===== src/verilog/owc_pkg.sv =====
// Constants for the option word configuration block.
// Assumes a single 100 MHz clock and AXI4-Lite register access.
package owc_pkg;

  localparam int unsigned CLK_PERIOD_NS = 10;
  localparam int unsigned SYNC_W = 17;

  // Option word field positions
  localparam int unsigned OPT_W = 11;
  localparam int unsigned OPT_NF_POS = 0;
  localparam int unsigned OPT_DIV_POS = 1;
  localparam int unsigned OPT_HCLK_POS = 3;
  localparam int unsigned OPT_WDT_POS = 5;
  localparam int unsigned OPT_RSTPIN_POS = 7;
  localparam int unsigned OPT_LV_POS = 8;
  localparam int unsigned OPT_SEC_POS = 10;
  localparam logic [OPT_W-1:0] OPT_RESET_VAL = 11'h000;

  // Instruction clock division codes
  localparam logic [1:0] DIV_1 = 2'h0;
  localparam logic [1:0] DIV_2 = 2'h1;
  localparam logic [1:0] DIV_4 = 2'h2;
  localparam logic [1:0] DIV_8 = 2'h3;

  // High clock source codes
  localparam logic [1:0] HCLK_RC = 2'h0;
  localparam logic [1:0] HCLK_32K = 2'h1;
  localparam logic [1:0] HCLK_12M = 2'h2;
  localparam logic [1:0] HCLK_4M = 2'h3;

  // Watchdog mode codes
  localparam logic [1:0] WDT_DISABLE = 2'h0;
  localparam logic [1:0] WDT_ENABLE = 2'h1;
  localparam logic [1:0] WDT_ALWAYS_ON = 2'h2;

  // Low voltage option codes
  localparam logic [1:0] LV_LOW = 2'h0;
  localparam logic [1:0] LV_MID = 2'h1;
  localparam logic [1:0] LV_HIGH = 2'h2;

  // Slow mode instruction clock ratio minus one
  localparam logic [2:0] SLOW_RATIO_M1 = 3'h3;

  // Register map
  localparam int unsigned ADDR_W = 8;
  localparam logic [ADDR_W-1:0] REG_OPTION = 8'h00;
  localparam logic [ADDR_W-1:0] REG_STATUS = 8'h04;
  localparam logic [ADDR_W-1:0] REG_MODE = 8'h08;
  localparam logic [2:0] MODE_RESET_VAL = 3'h0;
  localparam int unsigned MODE_SLOW_POS = 0;
  localparam int unsigned MODE_GREEN_POS = 1;
  localparam int unsigned MODE_PDOWN_POS = 2;

  localparam logic [1:0] RESP_OKAY = 2'h0;
  localparam logic [1:0] RESP_SLVERR = 2'h2;

endpackage : owc_pkg


===== src/verilog/owc_option_config.sv =====
// Option word configuration: latches programmed options and applies them.
// Assumes fuse, pin and detector inputs are asynchronous to clock_i.
//
// Behaviour
// Noise filter limits instruction clock to /4../8
// Filter off allows divisions /1 through /8
// Instruction cycle is 1,2,4,8 high clocks
// Divide-by-one with filter on is invalid
// RC option turns crystal output into port
// Always-on watchdog runs in low-power modes
// Enabled watchdog halts in sleep; disabled never
// Reset pin is reset or input-only port
// Low/mid option resets below lower threshold
// Mid option drives lower low-voltage flag
// High option resets below mid threshold
// High option drives upper low-voltage flag
// Security option enables ROM code protection
// Slow mode runs low clock divided four
// Noisy systems should use filter, always-on
// Options sampled in reset, then frozen
//
// The register addresses and register access over AXI4-Lite were decided locally.
`timescale 1ns/100ps
module owc_option_config
  import owc_pkg::*;
(
  input wire logic clock_i,
  input wire logic rst_n_i,
  // Programmed option word
  input wire logic [OPT_W-1:0] option_word_i,
  // Pins and supply detector
  input wire logic low_clk_i,
  input wire logic reset_pin_n_i,
  input wire logic crystal_output_pin_i,
  output logic crystal_output_pin_o,
  output logic crystal_output_pin_oe_o,
  input wire logic vdd_below_low_i,
  input wire logic vdd_below_mid_i,
  input wire logic vdd_below_high_i,
  // Core side
  input wire logic port1_bit4_out_i,
  input wire logic port1_bit4_oe_i,
  output logic port1_bit4_in_o,
  output logic port1_bit5_input_o,
  output logic reset_pin_pullup_o,
  output logic osc_feedback_en_o,
  output logic [1:0] high_clk_sel_o,
  output logic instr_tick_o,
  output logic wdt_run_o,
  output logic chip_reset_req_o,
  output logic low_voltage_flag_lower_o,
  output logic low_voltage_flag_upper_o,
  output logic rom_protect_o,
  // AXI4-Lite slave
  input wire logic [ADDR_W-1:0] s_axi_awaddr,
  input wire logic s_axi_awvalid,
  output logic s_axi_awready,
  input wire logic [31:0] s_axi_wdata,
  input wire logic [3:0] s_axi_wstrb,
  input wire logic s_axi_wvalid,
  output logic s_axi_wready,
  output logic [1:0] s_axi_bresp,
  output logic s_axi_bvalid,
  input wire logic s_axi_bready,
  input wire logic [ADDR_W-1:0] s_axi_araddr,
  input wire logic s_axi_arvalid,
  output logic s_axi_arready,
  output logic [31:0] s_axi_rdata,
  output logic [1:0] s_axi_rresp,
  output logic s_axi_rvalid,
  input wire logic s_axi_rready
);

  // Input synchronisers
  logic [SYNC_W-1:0] sync1_r;
  logic [SYNC_W-1:0] sync2_r;
  logic low_clk_d_r;
  logic [SYNC_W-1:0] async_in;

  assign async_in = {vdd_below_high_i, vdd_below_mid_i, vdd_below_low_i, crystal_output_pin_i,
                     reset_pin_n_i, low_clk_i, option_word_i};

  always_ff @(posedge clock_i) begin
    sync1_r <= async_in;
    sync2_r <= sync1_r;
    low_clk_d_r <= sync2_r[OPT_W];
  end

  logic [OPT_W-1:0] opt_s;
  logic low_clk_s;
  logic reset_pin_n_s;
  logic crystal_output_pin_s;
  logic below_low_s;
  logic below_mid_s;
  logic below_high_s;

  assign opt_s = sync2_r[OPT_W-1:0];
  assign low_clk_s = sync2_r[OPT_W];
  assign reset_pin_n_s = sync2_r[OPT_W+1];
  assign crystal_output_pin_s = sync2_r[OPT_W+2];
  assign below_low_s = sync2_r[OPT_W+3];
  assign below_mid_s = sync2_r[OPT_W+4];
  assign below_high_s = sync2_r[OPT_W+5];

  // Option latch
  logic [OPT_W-1:0] opt_r;
  logic [OPT_W-1:0] opt_nxt;

  always_comb begin
    opt_nxt = opt_r;
    if (!rst_n_i) begin
      opt_nxt = opt_s;
    end
  end

  always_ff @(posedge clock_i) begin
    opt_r <= opt_nxt;
  end

  logic nf_en;
  logic [1:0] div_code;
  logic [1:0] hclk_code;
  logic [1:0] wdt_code;
  logic rstpin_is_port;
  logic [1:0] lv_code;

  assign nf_en = opt_r[OPT_NF_POS];
  assign div_code = opt_r[OPT_DIV_POS +: 2];
  assign hclk_code = opt_r[OPT_HCLK_POS +: 2];
  assign wdt_code = opt_r[OPT_WDT_POS +: 2];
  assign rstpin_is_port = opt_r[OPT_RSTPIN_POS];
  assign lv_code = opt_r[OPT_LV_POS +: 2];

  // Mode register and derived controls
  logic [2:0] mode_r;
  logic slow_mode;
  logic sleep_mode;

  assign slow_mode = mode_r[MODE_SLOW_POS];
  assign sleep_mode = mode_r[MODE_GREEN_POS] | mode_r[MODE_PDOWN_POS];

  logic cfg_invalid;
  logic [1:0] div_eff;
  logic [2:0] high_ratio_m1;

  always_comb begin
    cfg_invalid = nf_en && (div_code == DIV_1 || div_code == DIV_2);
    div_eff = cfg_invalid ? DIV_4 : div_code;
    case (div_eff)
      DIV_1: high_ratio_m1 = 3'h0;
      DIV_2: high_ratio_m1 = 3'h1;
      DIV_4: high_ratio_m1 = 3'h3;
      DIV_8: high_ratio_m1 = 3'h7;
      default: high_ratio_m1 = 3'h7;
    endcase
  end

  logic high_tick;
  logic low_tick;
  logic low_step;

  assign low_step = low_clk_s & ~low_clk_d_r;

  owc_clk_div u_high_div (
    .clock_i(clock_i),
    .rst_n_i(rst_n_i),
    .step_i(~slow_mode & ~sleep_mode),
    .ratio_m1_i(high_ratio_m1),
    .tick_o(high_tick)
  );

  owc_clk_div u_low_div (
    .clock_i(clock_i),
    .rst_n_i(rst_n_i),
    .step_i(slow_mode & ~sleep_mode & low_step),
    .ratio_m1_i(SLOW_RATIO_M1),
    .tick_o(low_tick)
  );

  // Applied outputs
  logic crystal_output_pin_port_r;
  logic p14_in_r;
  logic p14_out_r;
  logic p14_oe_r;
  logic p15_r;
  logic wdt_run_r;
  logic ext_reset_r;
  logic lv_reset_r;
  logic flag_lower_r;
  logic flag_upper_r;
  logic protect_r;
  logic tick_r;
  logic crystal_output_pin_port_nxt;
  logic p14_in_nxt;
  logic p14_out_nxt;
  logic p14_oe_nxt;
  logic p15_nxt;
  logic wdt_run_nxt;
  logic ext_reset_nxt;
  logic lv_reset_nxt;
  logic flag_lower_nxt;
  logic flag_upper_nxt;
  logic protect_nxt;
  logic tick_nxt;

  always_comb begin
    crystal_output_pin_port_nxt = (hclk_code == HCLK_RC);
    p14_in_nxt = crystal_output_pin_port_nxt & crystal_output_pin_s;
    p14_out_nxt = crystal_output_pin_port_nxt & port1_bit4_out_i;
    p14_oe_nxt = crystal_output_pin_port_nxt & port1_bit4_oe_i;
    p15_nxt = rstpin_is_port & reset_pin_n_s;
    ext_reset_nxt = ~rstpin_is_port & ~reset_pin_n_s;
    case (wdt_code)
      WDT_DISABLE: wdt_run_nxt = 1'b0;
      WDT_ENABLE: wdt_run_nxt = ~sleep_mode;
      default: wdt_run_nxt = 1'b1;
    endcase
    case (lv_code)
      LV_LOW: lv_reset_nxt = below_low_s;
      LV_MID: lv_reset_nxt = below_low_s;
      default: lv_reset_nxt = below_mid_s;
    endcase
    flag_lower_nxt = (lv_code == LV_MID) & below_mid_s;
    flag_upper_nxt = (lv_code != LV_LOW) & (lv_code != LV_MID) & below_high_s;
    protect_nxt = opt_r[OPT_SEC_POS];
    tick_nxt = slow_mode ? low_tick : high_tick;
  end

  always_ff @(posedge clock_i) begin
    if (!rst_n_i) begin
      crystal_output_pin_port_r <= 1'b0;
      p14_in_r <= 1'b0;
      p14_out_r <= 1'b0;
      p14_oe_r <= 1'b0;
      p15_r <= 1'b0;
      wdt_run_r <= 1'b0;
      ext_reset_r <= 1'b0;
      lv_reset_r <= 1'b0;
      flag_lower_r <= 1'b0;
      flag_upper_r <= 1'b0;
      protect_r <= 1'b1;
      tick_r <= 1'b0;
    end else begin
      crystal_output_pin_port_r <= crystal_output_pin_port_nxt;
      p14_in_r <= p14_in_nxt;
      p14_out_r <= p14_out_nxt;
      p14_oe_r <= p14_oe_nxt;
      p15_r <= p15_nxt;
      wdt_run_r <= wdt_run_nxt;
      ext_reset_r <= ext_reset_nxt;
      lv_reset_r <= lv_reset_nxt;
      flag_lower_r <= flag_lower_nxt;
      flag_upper_r <= flag_upper_nxt;
      protect_r <= protect_nxt;
      tick_r <= tick_nxt;
    end
  end

  assign crystal_output_pin_o = p14_out_r;
  assign crystal_output_pin_oe_o = p14_oe_r;
  assign port1_bit4_in_o = p14_in_r;
  assign osc_feedback_en_o = ~crystal_output_pin_port_r;
  assign high_clk_sel_o = hclk_code;
  assign port1_bit5_input_o = p15_r;
  assign reset_pin_pullup_o = ~rstpin_is_port;
  assign instr_tick_o = tick_r;
  assign wdt_run_o = wdt_run_r;
  assign chip_reset_req_o = ext_reset_r | lv_reset_r;
  assign low_voltage_flag_lower_o = flag_lower_r;
  assign low_voltage_flag_upper_o = flag_upper_r;
  assign rom_protect_o = protect_r;

  // AXI4-Lite slave
  logic aw_held_r;
  logic w_held_r;
  logic [ADDR_W-1:0] awaddr_r;
  logic [31:0] wdata_r;
  logic wstrb0_r;
  logic bvalid_r;
  logic [1:0] bresp_r;
  logic rvalid_r;
  logic [31:0] rdata_r;
  logic [1:0] rresp_r;
  logic aw_held_nxt;
  logic w_held_nxt;
  logic [ADDR_W-1:0] awaddr_nxt;
  logic [31:0] wdata_nxt;
  logic wstrb0_nxt;
  logic bvalid_nxt;
  logic [1:0] bresp_nxt;
  logic rvalid_nxt;
  logic [31:0] rdata_nxt;
  logic [1:0] rresp_nxt;
  logic [2:0] mode_nxt;
  logic [31:0] status_word;

  assign s_axi_awready = ~aw_held_r & ~bvalid_r;
  assign s_axi_wready = ~w_held_r & ~bvalid_r;
  assign s_axi_arready = ~rvalid_r;

  always_comb begin
    status_word = {25'h0000000, slow_mode, cfg_invalid, wdt_run_r, ext_reset_r, lv_reset_r,
                   flag_upper_r, flag_lower_r};
    aw_held_nxt = aw_held_r;
    w_held_nxt = w_held_r;
    awaddr_nxt = awaddr_r;
    wdata_nxt = wdata_r;
    wstrb0_nxt = wstrb0_r;
    bvalid_nxt = bvalid_r;
    bresp_nxt = bresp_r;
    rvalid_nxt = rvalid_r;
    rdata_nxt = rdata_r;
    rresp_nxt = rresp_r;
    mode_nxt = mode_r;
    if (s_axi_awvalid && s_axi_awready) begin
      aw_held_nxt = 1'b1;
      awaddr_nxt = s_axi_awaddr;
    end
    if (s_axi_wvalid && s_axi_wready) begin
      w_held_nxt = 1'b1;
      wdata_nxt = s_axi_wdata;
      wstrb0_nxt = s_axi_wstrb[0];
    end
    if (aw_held_r && w_held_r) begin
      aw_held_nxt = 1'b0;
      w_held_nxt = 1'b0;
      bvalid_nxt = 1'b1;
      bresp_nxt = RESP_OKAY;
      case (awaddr_r)
        REG_MODE: begin
          if (wstrb0_r) begin
            mode_nxt = wdata_r[2:0];
          end
        end
        REG_OPTION, REG_STATUS: bresp_nxt = RESP_OKAY;
        default: bresp_nxt = RESP_SLVERR;
      endcase
    end
    if (bvalid_r && s_axi_bready) begin
      bvalid_nxt = 1'b0;
    end
    if (s_axi_arvalid && s_axi_arready) begin
      rvalid_nxt = 1'b1;
      rresp_nxt = RESP_OKAY;
      case (s_axi_araddr)
        REG_OPTION: rdata_nxt = {21'h000000, opt_r};
        REG_STATUS: rdata_nxt = status_word;
        REG_MODE: rdata_nxt = {29'h00000000, mode_r};
        default: begin
          rdata_nxt = 32'h00000000;
          rresp_nxt = RESP_SLVERR;
        end
      endcase
    end else if (rvalid_r && s_axi_rready) begin
      rvalid_nxt = 1'b0;
    end
  end

  always_ff @(posedge clock_i) begin
    if (!rst_n_i) begin
      aw_held_r <= 1'b0;
      w_held_r <= 1'b0;
      awaddr_r <= 8'h00;
      wdata_r <= 32'h00000000;
      wstrb0_r <= 1'b0;
      bvalid_r <= 1'b0;
      bresp_r <= RESP_OKAY;
      rvalid_r <= 1'b0;
      rdata_r <= 32'h00000000;
      rresp_r <= RESP_OKAY;
      mode_r <= MODE_RESET_VAL;
    end else begin
      aw_held_r <= aw_held_nxt;
      w_held_r <= w_held_nxt;
      awaddr_r <= awaddr_nxt;
      wdata_r <= wdata_nxt;
      wstrb0_r <= wstrb0_nxt;
      bvalid_r <= bvalid_nxt;
      bresp_r <= bresp_nxt;
      rvalid_r <= rvalid_nxt;
      rdata_r <= rdata_nxt;
      rresp_r <= rresp_nxt;
      mode_r <= mode_nxt;
    end
  end

  assign s_axi_bvalid = bvalid_r;
  assign s_axi_bresp = bresp_r;
  assign s_axi_rvalid = rvalid_r;
  assign s_axi_rdata = rdata_r;
  assign s_axi_rresp = rresp_r;

endmodule : owc_option_config


===== src/verilog/owc_clk_div.sv =====
// Step divider giving a one-cycle tick every ratio steps.
// Assumes step_i and ratio_m1_i come from logic on clock_i.
`timescale 1ns/100ps
module owc_clk_div (
  input wire logic clock_i,
  input wire logic rst_n_i,
  input wire logic step_i,
  input wire logic [2:0] ratio_m1_i,
  output logic tick_o
);

  logic [2:0] cnt_r;
  logic [2:0] cnt_nxt;
  logic tick_r;
  logic tick_nxt;

  always_comb begin
    cnt_nxt = cnt_r;
    tick_nxt = 1'b0;
    if (step_i) begin
      if (cnt_r >= ratio_m1_i) begin
        cnt_nxt = 3'h0;
        tick_nxt = 1'b1;
      end else begin
        cnt_nxt = cnt_r + 3'h1;
      end
    end
  end

  always_ff @(posedge clock_i) begin
    if (!rst_n_i) begin
      cnt_r <= 3'h0;
      tick_r <= 1'b0;
    end else begin
      cnt_r <= cnt_nxt;
      tick_r <= tick_nxt;
    end
  end

  assign tick_o = tick_r;

endmodule : owc_clk_div


===== config.mk =====
export PLATFORM = sky130hd
export DESIGN_NAME = owc_option_config
export DESIGN_NICKNAME = d
export VERILOG_FILES = /design/src/verilog/owc_pkg.sv /design/src/verilog/owc_option_config.sv /design/src/verilog/owc_clk_div.sv
export SDC_FILE = /design/constraint.sdc
export NUM_CORES = 1
export LEC_CHECK = 0
export ABC_AREA = 1
export BUFFER_PORTS_ARGS = -buffer_cell sky130_fd_sc_hd__buf_4
export CAP_MARGIN = 40
export CORE_ASPECT_RATIO = 0.6
export CORE_UTILIZATION = 48
export DETAILED_ROUTE_END_ITERATION = 10
export GPL_TIMING_DRIVEN = 0
export HOLD_SLACK_MARGIN = 0.06
export PLACE_DENSITY_LB_ADDON = 0.25
export SYNTH_ARGS = -nofsm -noshare
export SYNTH_HDL_FRONTEND = slang
export SYNTH_SLANG_ARGS = --single-unit

===== constraint.sdc =====
create_clock -name clock_i -period 1.5 [get_ports clock_i]
set_input_delay 0.3 -clock clock_i [delete_from_list [all_inputs] [get_ports clock_i]]
set_output_delay 0.3 -clock clock_i [all_outputs]
set_load 0.02 [all_outputs]

* After elaboration in Yosys (flattened, before gate mapping)
Index checks and enable logic that the tools add are counted.
** Cells by class
- $add $sub $neg :: 2
- Magnitude comparators :: 2
- Equality and inequality tests :: 11
- Muxes and demuxes :: 14
- Bitwise operators :: 27
- Reduce and logical (&&, ||, !) cells :: 25
** Operator list (count)
- 11-bit case mux with 3 select lines :: 1
- 8-bit by 3-bit == test with 1-bit output, second input constant :: 2
- 8-bit by 4-bit == test with 1-bit output, second input constant :: 2
- 8-bit zero test :: 2
- 1-bit bitwise AND :: 14
- 3-bit case mux with 4 select lines :: 1
- 1-bit NOT :: 11
- 2-bit zero test :: 5
- 2-bit by 1-bit == test with 1-bit output, second input constant :: 4
- 1-bit logical AND :: 7
- 3-bit by 1-bit adder with 3-bit output, second input constant :: 2
- 1-bit 2-to-1 mux :: 6
- 2-bit 2-to-1 mux :: 3
- 3-bit 2-to-1 mux :: 2
- 2-bit OR reduction :: 3
- 3-bit OR reduction :: 2
- 2-bit == test, second input constant :: 2
- 2-bit AND reduction :: 2
- 2-bit nonzero test :: 2
- 3-bit by 2-bit >= comparator with 1-bit output, second input constant :: 1
- 3-bit >= comparator :: 1
- 3-bit AND reduction :: 1
- 2-bit by 1-bit inequality test with 1-bit output, second input constant :: 1
- 1-bit OR :: 2
- other kinds (2) :: 2
** Word-level totals
- Flip-flop bits (word level) :: 121
- Input bits :: 78
- Output and inout port bits :: 55
- Logic and storage cells :: 112

* Logic depth before layout (Yosys ltp)
Gate-level depths: netlist of the first run.
- Word-level depth :: 8
- Gate-level depth with buffers :: 8
- Depth with buffers taken out :: 8

* By module
Synthesis of the first run repeated with hierarchy kept, for this count alone.
** Unflattened totals
- Cells, all modules :: 382
- Area total of the unflattened synthesis :: 3540.9 um2
** Modules (own cells, without submodules)
- owc_option_config :: instances 1, cells an instance 322, area each 3055.4 um2, sequential area each 1911.8 um2
- owc_clk_div :: instances 2, cells an instance 30, area each 242.7 um2, sequential area each 80.1 um2

* Least setup slack after synthesis of the first run
OpenSTA, ideal clock, no wires.
- Kind :: in2reg
- Start point :: input port rst_n_i
- End point :: register opt_r[0] (enable)
- Library setup time :: 0.382 ns
- Arrival :: 1.001 ns
- Data required time :: 1.118 ns
- Path slack :: 0.117 ns
- Cell stages on the path :: 2
- Buffers on the path :: 1
- Cell sequence :: clkinv_1 -> buf_1
** RTL lines
- from (decl) :: line owc_option_config.sv:28 : input wire logic rst_n_i,
- to (signal assigned) :: line owc_option_config.sv:117 : opt_r <= opt_nxt;
- to (decl) :: line owc_option_config.sv:106 : logic [OPT_W-1:0] opt_r;
No word-level cell between the ends.

* Worst setup path after layout of the first run
- Start point :: register opt_r[0]
- End point :: register u_high_div.cnt_r[0]
** On the way
- Word-level cells in the longest chain between the ends :: 6
- Elaborated cells on any way between the ends :: 9
- Classes of those cells :: order compare (1); eq/ne (3); mux (3); reduce/logical (2)
** RTL lines
- 1-bit logical AND * :: line owc_option_config.sv:147 : cfg_invalid = nf_en && (div_code == DIV_1 || div_code == DIV_2);
- 2-bit 2-to-1 mux * :: line owc_option_config.sv:148 : div_eff = cfg_invalid ? DIV_4 : div_code;
- 2-bit == test, or another cell as far along :: line owc_option_config.sv:149 : case (div_eff)
- 3-bit case mux with 4 select lines * :: line owc_option_config.sv:149
- 3-bit >= comparator * :: line owc_clk_div.sv:21 : if (cnt_r >= ratio_m1_i) begin
- 3-bit 2-to-1 mux * :: line owc_clk_div.sv:21
- to (signal assigned) :: line owc_clk_div.sv:35 : cnt_r <= cnt_nxt;
- to (decl) :: line owc_clk_div.sv:12 : logic [2:0] cnt_r;
Every way passes the cells marked *; elsewhere a longest branch is shown, timed or not.
A chain may end at the register's enable or synchronous reset.

==> summary.txt, run 1 <==
Outcome
  • Status: completed

Power
  • PwrDens: about 1300 nW/um^2
  • Worst IR Drop VDD: about 0.0011 V
  • Static leakage: about 0.0022 uW

Job
  • Max Cap Viol: 0

Global routing
  • Initial antenna violation count: 0
  • First-pass GRT wire length: 11,500 microns
  • Gr usage total: about 20%
  • Number of global-route vias before repair: 2,523
  • Largest net degree at the start of global routing: 20
  • Total global routing overflow: 0

Logic synthesis
  • Top-area cell type share of the netlist area: approximately half
  • Post-synth top area cell: dfxtp_1
  • Warnings, synthesis: 0
  • Post-Syn Area: ~3400 sq um
  • Netlist cell types: 31
  • Sequential share of the synthesized area: slightly above 60%
  • #FFs+latches synth: 98
  • Top cells by area, synth: dfxtp_1 51%, edfxtp_1 9.7%, nor2_1 7.2%
  • Syn Inst Count: 367
  • Avg Cell Area, Syn: a little over 9 sq um

Critical path
  • Peak fanout along the critical path: 3
  • Reg-to-reg slack, setup: between 0.03 and 0.04 ns
  • Reg-to-Reg Start: opt_r[0]
  • Setup Crit Path Kind: reg2reg
  • Critical Path AT: approximately 1.7 ns
  • Reg2reg end: u_high_div.cnt_r[0]
  • Crit start category: flop
  • Reg2Reg Depth: 8
  • CP Data Required Time: around 1.7 ns
  • Worst setup EP type: flop
  • Critical Path Start: opt_r[0]
  • Worst setup endpoint: u_high_div.cnt_r[0]

Clock tree
  • Worst-Skew Late Latency: around 0.34 ns
  • Clock Tree Root: clkbuf_16
  • TritonCTS clock tree: yes
  • CTS H-tree lvls: 3
  • CTS Buffer Depth: 2
  • Sink Count: about 100
  • CTS clk-pin slew, worst paths: roughly 0.070 ns
  • Num CTS Buffers: 9

Cells and area
  • Register area: 2070 sq um
  • Share of post-route cells with drive strength above 1: between 20% and 30%
  • Synth-to-layout area growth: 37.8%
  • Diodes inserted: 0
  • Area of the multi-input gates: 1090 sq um
  • Fin nets: 582
  • FILL cells: around 530

STA
  • Clock Skew: roughly 0.0029 ns
  • Unrepaired setup endpoints after global routing: true
  • Worst-Margin Slew: 0.644 ns
  • Max-slew headroom: around 57%
  • Period minus WS final: approximately 1.5 ns
  • Fmax: just under 700 MHz
  • Setup TNS: 0 ns
  • Worst hold margin: around 0.14 ns
  • Final setup violation count: 0
  • Final slew viol count: 0
  • Hold Fails Final Rpt: 0
  • Period utilization: around 98%

Floorplan
  • Cell row count: 23
  • CORE AREA: just under 7000 sq um
  • Die area: roughly 7400 sq um
  • # IOs: approximately 130
  • Die X: ~110 microns
  • Die Span Y: around 67 microns
  • Initial core utilization: 50.2%

Drt
  • DRC: 0
  • Final WL: roughly 7000 microns
  • M1 WL: between 3000 and 4000 microns
  • Metal2 WL: ~3200 microns
  • Post-route ant nets: 0
  • Vias per inst: 4.57
  • Routed WL per cell: 11.8 microns
  • Metal3 WL: ~460 microns
  • Drt first pass iters: 4
  • DRT iter0 DRCs: 124
  • Vias: between 2,000 and 3,000
  • Uppermost layer routed: met4

Placed design
  • PortBufs: 77
  • Dpl hpwl: about 5000 microns
  • RePlAce Congestion: ~0.8

Worst hold path
  • HP Class: in2reg
## critical path, stage by stage (launching register included)
cell      delay (ns)
edfxtp_1        0.42
nor2_2          0.15
nand2_1         0.07
ha_1            0.28
nand3_2         0.06
o211ai_1        0.13
nand2_1         0.10
nand2_2         0.10
a21oi_1         0.05
## logic make-up (layout without fill, tap and decap cells)
| logic type | count (synthesis) | count (layout) | share of synthesized area (%) |
|---|---|---|---|
| and+or+nand+nor | 154 | 154 | 19.0 |
| DFF | 98 | 98 | 61.0 |
| other | 1 | 23 | 0.110 |
| AOI/OAI and AO/OA | 47 | 47 | 7.67 |
| adders and majority gates | 6 | 6 | 2.21 |
| buffers and inverters | 60 | 174 | 9.73 |
| xor gates and xnor gates | 1 | 1 | 0.258 |
## where the power goes
group,switching [uW],total (uW),internal (uW)
combinational,410,757,346
sequential,91.4,2920,2820
clock,1030,2200,1170
total,1530,5880,4340
## layer usage
metal,up-vias,track usage (%)
li1,1389,-
met1,1207,26.2
met2,89,31.8
met3,13,6.82
met4,0,8.33
met5,-,0
## area by class of cell
class                      instances  share of cell area (%)
multi-input combinational        231                    23.3
timing repair buffer              98                    16.7
tap                               87                    2.33
clock buffer                       9                    4.82
inverter                          29                    2.33
buffer                            31                    4.74
clock inverter                     7                    1.47
sequential                        98                    44.3
## worst min path at each step
stage	start	end	cells past startpoint
floorplan	sync1_r[0]	sync2_r[0]	0
global placement	sync1_r[10]	sync2_r[10]	0
detailed placement	sync1_r[8]	sync2_r[8]	0
CTS	s_axi_bready	s_axi_bvalid	2
global route	s_axi_bready	s_axi_bvalid	2
finish	s_axi_bready	s_axi_bvalid	2
## per-stage QoR
stage                     total power, uW  instances  cell area, sq um  util, %  setup WS, ns
after floorplan                      3390        389              3480        -         0.117
after global placement               3620        553              4160     61.6        -0.475
after detailed placement             3660        554              4180     61.7        -0.291
after CTS                            5910        589              4660     69.0        0.0171
after global routing                 6150        590              4680     69.2       -0.0768
final                                5880        590              4680     69.2        0.0337
## state kept, by name (all words and copies together), names as in the netlist, 3 cells and up
signal and flops:
mode_r 3, wdata_r 3, sync1_r 17, opt_r 11
u_low_div.cnt_r 3, sync2_r 17, u_high_div.cnt_r 3, awaddr_r 8
s_axi_rdata 11
## what timing repair did
item | 4_1_cts | 5_1_grt
endpoints found under the hold margin | 17 | 0
hold buffers | 17 | 0
pin swaps | 1 | 0
setup endpoints to repair | 3 | 3
resized for setup | 3 | 1
buffers inserted | 2 | 1
## Yosys cell counts, drive strengths merged
cell type and number:
dfxtp 87, nor2 67, nand2 62, buf 31, inv 27, o21ai 22, a21oi 20, nand3 17
edfxtp 11, ha 6, nor3 5, a211oi 3, clkinv 2, or2 2, and3b 1, conb 1
o211ai 1, o21a 1, xor2 1
## cells in the final DEF (no fill, tap or decap)
cell and count:
buf_4 105, dfxtp_1 87, nor2_1 64, nand2_1 60, conb_1 23, inv_1 22, o21ai_0 20, a21oi_1 18
dlygate4sd3_1 17, nand3_1 15, edfxtp_1 11, clkbuf_16 9, ha_1 6, inv_2 5, nor2_2 3, buf_2 3
clkinv_4 3, inv_8 3, or2_2 2, clkinv_1 2, buf_1 2, nand3_2 2, nand2_2 2, nor3_2 2
nor3_1 2, a211oi_1 2, buf_6 2, o21ai_1 2, a21oi_2 2, a211oi_2 1, nor3_4 1, o211ai_1 1
and3b_1 1, o21a_1 1, xor2_1 1, inv_6 1
Power figures use the tool's default switching activity.
==> run 2: changes to the inputs <==
ABC_AREA = not set   (was 1)
clock period = 1.35 ns   (was 1.5 ns; I/O delays follow)
==> run 2 against run 1 <==
Net effect:
- the run now ends with setup timing left
- fmax fell by 23%
- clock power rose by 21%
- critical path depth fell by 3
- setup slack got worse by 0.58 ns
- sequential share of layout area fell by 1.8 points
- cell count fell by 12%
- clock skew rose by 0.0032 ns
- clock-buffer cell count did not move
- core utilization rose by 3.3 points
- synthesized area barely moved
==> summary.txt, run 2 <==
Cells and area
  • Biggest regs: sync1_r x17, sync2_r x17
  • Diodes inserted: 0
  • Most frequent cells in the layout: 110 x buf_4, 80 x dfxtp_1, 23 x conb_1
  • Most common cell after layout, fill and taps aside: buf_4
  • Core Util, Final: slightly above 70%
  • Fin area: between 4000 and 5000 sq um
  • Share of post-route cells with drive strength above 1: 38.2%
  • Fin nets: just over 500
  • Synth-to-layout area growth: 44.5%

Power
  • PwrDens: approximately 1400 nW/um^2
  • Worst IR Drop VDD: approximately 0.00073 V
  • Static leakage: about 0.0021 uW

Drt
  • DRC: 0
  • DRT iter0 DRCs: slightly above 100
  • Vias per inst: ~4.8
  • Post-route ant nets: 0
  • Drt first pass iters: 5
  • Final WL: around 7600 microns
  • Vias: around 2,500
  • Routed WL per cell: 14.5 microns

Worst hold path
  • Min-delay src: port1_bit4_oe_i
  • Hold Path End: crystal_output_pin_oe_o
  • Hold Path Depth: 2
  • HP Class: in2reg

Logic synthesis
  • Most used DFF post-synth: dfxtp_1
  • Warnings, synthesis: 0
  • Cell with the most instances after synthesis: dfxtp_1
  • Post-synth top area cell: dfxtp_1
  • Top cells by area, synth: dfxtp_1 51%, edfxtp_1 9.7%, mux2i_1 6.2%
  • Post-Syn Area: 3390 sq um
  • Top-area cell type share of the netlist area: 51.3%
  • #FFs+latches synth: 98
  • Post-synth ARST share: 0%
  • Sequential share of the synthesized area: about three fifths
  • Syn Inst Count: between 200 and 300
  • Synth cell count leaders: 87 x dfxtp_1, 25 x buf_4, 22 x nor2_1
  • Number of synthesized flops with an enable pin: 11
  • Netlist cell types: 44
  • Avg Cell Area, Syn: between 10 and 15 sq um

Floorplan
  • Initial core utilization: ~50%
  • Die Span Y: about 67 microns
  • Die area: roughly 7400 sq um
  • Cell row count: 23
  • Die X: 111 microns
  • CORE AREA: slightly below 7000 sq um
  • # IOs: roughly 130

Clock tree
  • Clock Tree Root: clkbuf_16
  • CTS Buffer Depth: 2
  • CTS H-tree lvls: 3
  • Worst-Skew Late Latency: 0.34 ns
  • CTS clk-pin slew, worst paths: approximately 0.070 ns
  • Sink Count: 98
  • Num CTS Buffers: 9
  • TritonCTS clock tree: yes

Job
  • Max Cap Viol: 0

STA
  • Max-slew headroom: between 60% and 70%
  • Final slew viol count: 0
  • Fmax: 526 MHz
  • Unrepaired setup endpoints after global routing: true
  • Period utilization: 141%
  • Hold Fails Final Rpt: 0
  • Clock Skew: 0.00608 ns
  • Final setup violation count: 8
  • Setup ws final: -0.550 ns
  • Period minus WS final: 1.90 ns
  • Worst-Margin Slew: 0.549 ns

Placed design
  • RePlAce Congestion: approximately 0.77
  • Dpl hpwl: roughly 4800 microns
  • PortBufs: 76
  • Placed Area: 4180 sq um

Global routing
  • Total global routing overflow: 0
  • Largest net degree at the start of global routing: 21
  • First-pass GRT wire length: around 11,000 microns
  • Initial antenna violation count: 0
  • Number of global-route vias before repair: about 2,300
  • Gr usage total: between 20% and 30%

Critical path
  • CP Data Required Time: approximately 1.6 ns
  • Reg2Reg Depth: 5
  • Setup Crit Path Kind: reg2reg
  • Reg2reg end: u_high_div.cnt_r[1]
  • Crit start category: flop
  • Peak fanout along the critical path: 4
  • Reg-to-reg slack, setup: -0.55 ns
  • Reg-to-Reg Start: opt_r[0]
  • Critical Path AT: approximately 2.2 ns
  • Worst setup EP type: flop

Outcome
  • Status: finished, violations left
  • Failing checks: setup timing
-- run 2: cell types whose count changed after synthesis, sizes merged, moves of 17 or more --
cell	before	now
o21ai	22	3
inv	27	8
mux2i	0	21
nand3	17	0
nand2	62	16
nor2	67	22
-- run 2: layer usage --
layer / global-route usage (%) / vias up / part of all wire [%]
met5: 0 / - / 0
met4: 7.00 / 0 / 1.3
met3: 7.46 / 10 / 7.6
met2: 32.1 / 88 / 45
met1: 27.1 / 1138 / 46
li1: - / 1248 / -
-- run 2: where the power goes --
group / leakage, uW / internal [uW] / switching [uW]
clock network: 0.000154 / 1490 / 1170
logic: 0.00116 / 474 / 463
registers: 0.000831 / 3110 / 97.7
total: 0.00214 / 5070 / 1730
-- run 2: area by class of cell --
cell class	count	area [sq um]
well taps	87	109
inverters	8	30.0
multi-input cells	174	1290
fillers	477	1860
flip-flops and latches	98	2080
repair buffers	102	812
clock buffers	9	225
clock inverters	7	96.3
plain buffers	36	255
-- run 2: logic make-up (layout without fill, tap and decap cells) --
group / count (synthesis) / count (layout) / synth area share, %
multiplexers: 25 / 25 / 7.52
buffers and inverters: 44 / 162 / 7.74
other: 1 / 23 / 0.111
AO/OA/AOI/OAI: 35 / 35 / 6.97
flip-flops: 98 / 98 / 61.1
XOR/XNOR: 2 / 2 / 0.516
AND/OR/NAND/NOR: 83 / 83 / 13.9
adder cells (fa/ha/maj): 6 / 6 / 2.21
-- run 2: repair_timing --
action,CTS,global route
hold buffers,17,0
resized for setup,14,27
endpoints found under the setup margin,20,38
hold endpoints to repair,17,0
buffers inserted,6,3
pin swaps,4,8
-- run 2: how the worst max path moves through the flow --
stage,slack [ns],to,from,depth (start not counted)
floorplan,-0.34,u_high_div.tick_o,opt_r[1],5
global placement,-0.45,u_high_div.cnt_r[0],opt_r[1],5
detailed placement,-0.50,u_high_div.cnt_r[1],opt_r[1],5
CTS,-0.47,u_high_div.tick_o,opt_r[1],5
global route,-0.59,u_high_div.cnt_r[1],opt_r[1],5
finish,-0.55,u_high_div.cnt_r[1],opt_r[0],5
-- run 2: worst max-delay path: stages, from the launching register on --
cell and delay, ns:
edfxtp_1 0.41, or3_4 0.44, ha_4 0.24, nand2b_4 0.14, a211o_4 0.35, a211oi_2 0.24
-- run 2: stage by stage --
| step | hold slack, ns | total power (uW) | worst slack, ns | setup TNS (ns) | instances |
|---|---|---|---|---|---|
| detailed placement | 0.312 | 3980 | -0.498 | -16.37 | 479 |
| floorplan | 0.298 | 3710 | -0.341 | -1.63 | 316 |
| global placement | 0.311 | 3950 | -0.455 | -15.66 | 479 |
| finish | 0.134 | 6810 | -0.550 | -2.50 | 521 |
| CTS | 0.120 | 6750 | -0.474 | -2.60 | 518 |
| global route | 0.132 | 7070 | -0.593 | -3.00 | 521 |
==> run 3: changes to the inputs <==
==> constraint.sdc (replaced) <==
create_clock -name clock_i -period 1.35 [get_ports clock_i]
set_input_delay 0.135 -clock clock_i [delete_from_list [all_inputs] [get_ports clock_i]]
set_output_delay 0.135 -clock clock_i [all_outputs]
set_load 0.02 [all_outputs]
==> run 3 against run 2 <==
Net effect:
- the flow still finishes with violations (setup timing)
- cell count increased by 2.7%
- routed wire length up 0.18%
- highest routed layer unchanged
- clock-buffer cell count stayed put
- non-clock buffer count up 14
- largest cell class unchanged
- clock power is 5% lower
==> summary.txt, run 3 (synthesis results as in run 2) <==
Cells and area
  • Share of post-route cells with drive strength above 1: 37.3%
  • Register area: around 2100 sq um
  • Diodes inserted: 0
  • Fin nets: 527
  • Most frequent cells in the layout: 110 x buf_4, 82 x dfxtp_1, 31 x dlygate4sd3_1
  • Core Util, Final: approximately three quarters
  • Synth-to-layout area growth: 47.9%
  • FILL cells: 443
  • Most common cell after layout, fill and taps aside: buf_4
  • Area of the multi-input gates: between 1000 and 1500 sq um
  • Biggest regs: sync1_r x17, sync2_r x17

Outcome
  • Status: finished, violations left
  • Failing checks: setup timing

Critical path
  • Worst setup EP type: flop
  • Reg2reg end: u_high_div.tick_o
  • Reg-to-reg slack, setup: -0.52 ns
  • CP Data Required Time: between 1.5 and 2 ns
  • Crit start category: flop
  • Critical Path AT: 2.11 ns
  • Setup Crit Path Kind: reg2reg
  • Peak fanout along the critical path: 4
  • Reg-to-Reg Start: opt_r[2]
  • Reg2Reg Depth: 5

Worst hold path
  • Hold Path End: s_axi_rvalid
  • HP Class: in2reg
  • Hold Path Depth: 3
  • Min-delay src: s_axi_rready

STA
  • Unrepaired setup endpoints after global routing: true
  • Max-slew headroom: around 43%
  • Clock Skew: about 0.0040 ns
  • Final slew viol count: 0
  • Fmax: 535 MHz
  • Final setup violation count: 7
  • Period minus WS final: approximately 1.9 ns
  • Worst-Margin Slew: around 0.85 ns
  • Setup ws final: -0.520 ns
  • Period utilization: 139%
  • Hold Fails Final Rpt: 0
  • Worst hold margin: around 0.068 ns

Placed design
  • Dpl hpwl: 4820 microns
  • Pre-CTS setup slack: -0.503 ns
  • RePlAce Congestion: 0.748
  • PortBufs: 76

Job
  • Max Cap Viol: 0

Drt
  • Post-route ant nets: 0
  • Vias: roughly 2,600
  • Vias per inst: roughly 4.8
  • Drt first pass iters: 4
  • DRC: 0
  • Final WL: roughly 7600 microns
  • Routed WL per cell: 14.2 microns
  • DRT iter0 DRCs: about 140

Clock tree
  • Sink Count: 98
  • CTS clk-pin slew, worst paths: approximately 0.070 ns
  • Num CTS Buffers: 9
  • CTS H-tree lvls: 3
  • Worst-Skew Late Latency: ~0.34 ns
  • Clock Tree Root: clkbuf_16
  • TritonCTS clock tree: yes
  • CTS Buffer Depth: 2

Floorplan
  • Die X: around 110 microns
  • Die area: roughly 7400 sq um
  • # IOs: between 100 and 150
  • Initial core utilization: about 50%
  • Cell row count: 23
  • CORE AREA: approximately 6800 sq um
  • Die Span Y: about 67 microns

Global routing
  • Initial antenna violation count: 0
  • Number of global-route vias before repair: between 2,000 and 2,500
  • Gr usage total: 19.8%
  • Largest net degree at the start of global routing: 21
  • Total global routing overflow: 0
  • First-pass GRT wire length: ~11,000 microns

Power
  • Pint: about 5000 uW
  • Switching share of power: between 20% and 30%
  • PwrDens: ~1300 nW/um^2
  • Worst IR Drop VDD: just under 0.0009 V
  • Static leakage: 0.00219 uW
  • Sequential power share: between 40% and 50%
  • Gate power share: around 14%
  • Switch Pwr: 1750 uW
  • Clock power frac: around two fifths
[run 3: worst max path at each step]
| stage | start | to |
|---|---|---|
| 4_1_cts | opt_r[1] | u_high_div.tick_o |
| 6_report | opt_r[2] | u_high_div.tick_o |
| 2_1_floorplan | opt_r[1] | u_high_div.tick_o |
| 3_5_place_dp | opt_r[1] | u_high_div.cnt_r[1] |
| 3_3_place_gp | opt_r[1] | u_high_div.cnt_r[1] |
| 5_1_grt | opt_r[2] | u_high_div.tick_o |
[run 3: critical path, stage by stage (launching register included)]
cell and delay (ns):
edfxtp_1 0.39, or3_1 0.39, ha_1 0.30, nand2b_4 0.14, a211o_4 0.36, and3_4 0.19
[run 3: cell type report]
class | instances | area share, %
Sequential cell | 98 | 41.5
Multi-Input combinational cell | 174 | 25.8
Timing Repair Buffer | 116 | 18.8
Buffer | 36 | 4.96
Clock buffer | 9 | 4.49
Tap cell | 87 | 2.17
Clock inverter | 7 | 1.72
Inverter | 8 | 0.598
[run 3: per-stage QoR]
stage / cell area (sq um) / setup TNS (ns) / std cells / total power (uW)
2_1_floorplan: 3490 / -1.63 / 316 / 3710
3_5_place_dp: 4170 / -14.08 / 479 / 3970
5_1_grt: 5020 / -2.81 / 535 / 6900
6_report: 5020 / -2.28 / 535 / 6650
4_1_cts: 4870 / -2.49 / 532 / 6580
3_3_place_gp: 4170 / -13.48 / 479 / 3940
[run 3: power groups by stage]
| stage | logic [uW] | clock network (uW) | registers [uW] |
|---|---|---|---|
| CTS | 811 | 2560 | 3200 |
| global placement | 682 | 0 | 3260 |
| floorplan | 446 | 0 | 3260 |
| global route | 978 | 2700 | 3220 |
| detailed placement | 706 | 0 | 3270 |
| finish | 912 | 2530 | 3210 |
[run 3: timing repair]
| item | in CTS | in global routing |
|---|---|---|
| hold buffers | 31 | 0 |
| setup buffers | 6 | 2 |
| gates resized for setup | 11 | 32 |
| hold endpoints to repair | 31 | 0 |
| setup endpoints to repair | 24 | 39 |
| pin swaps | 3 | 10 |
| gates cloned | 0 | 1 |
[run 3: per-layer routing]
layer / up-vias / track usage (%) / wire length [microns]
li1: 1286 / - / -
met1: 1157 / 26.4 / 3510
met2: 120 / 30.6 / 3410
met3: 8 / 6.92 / 615
met4: 0 / 5.50 / 49
met5: - / 0 / 0
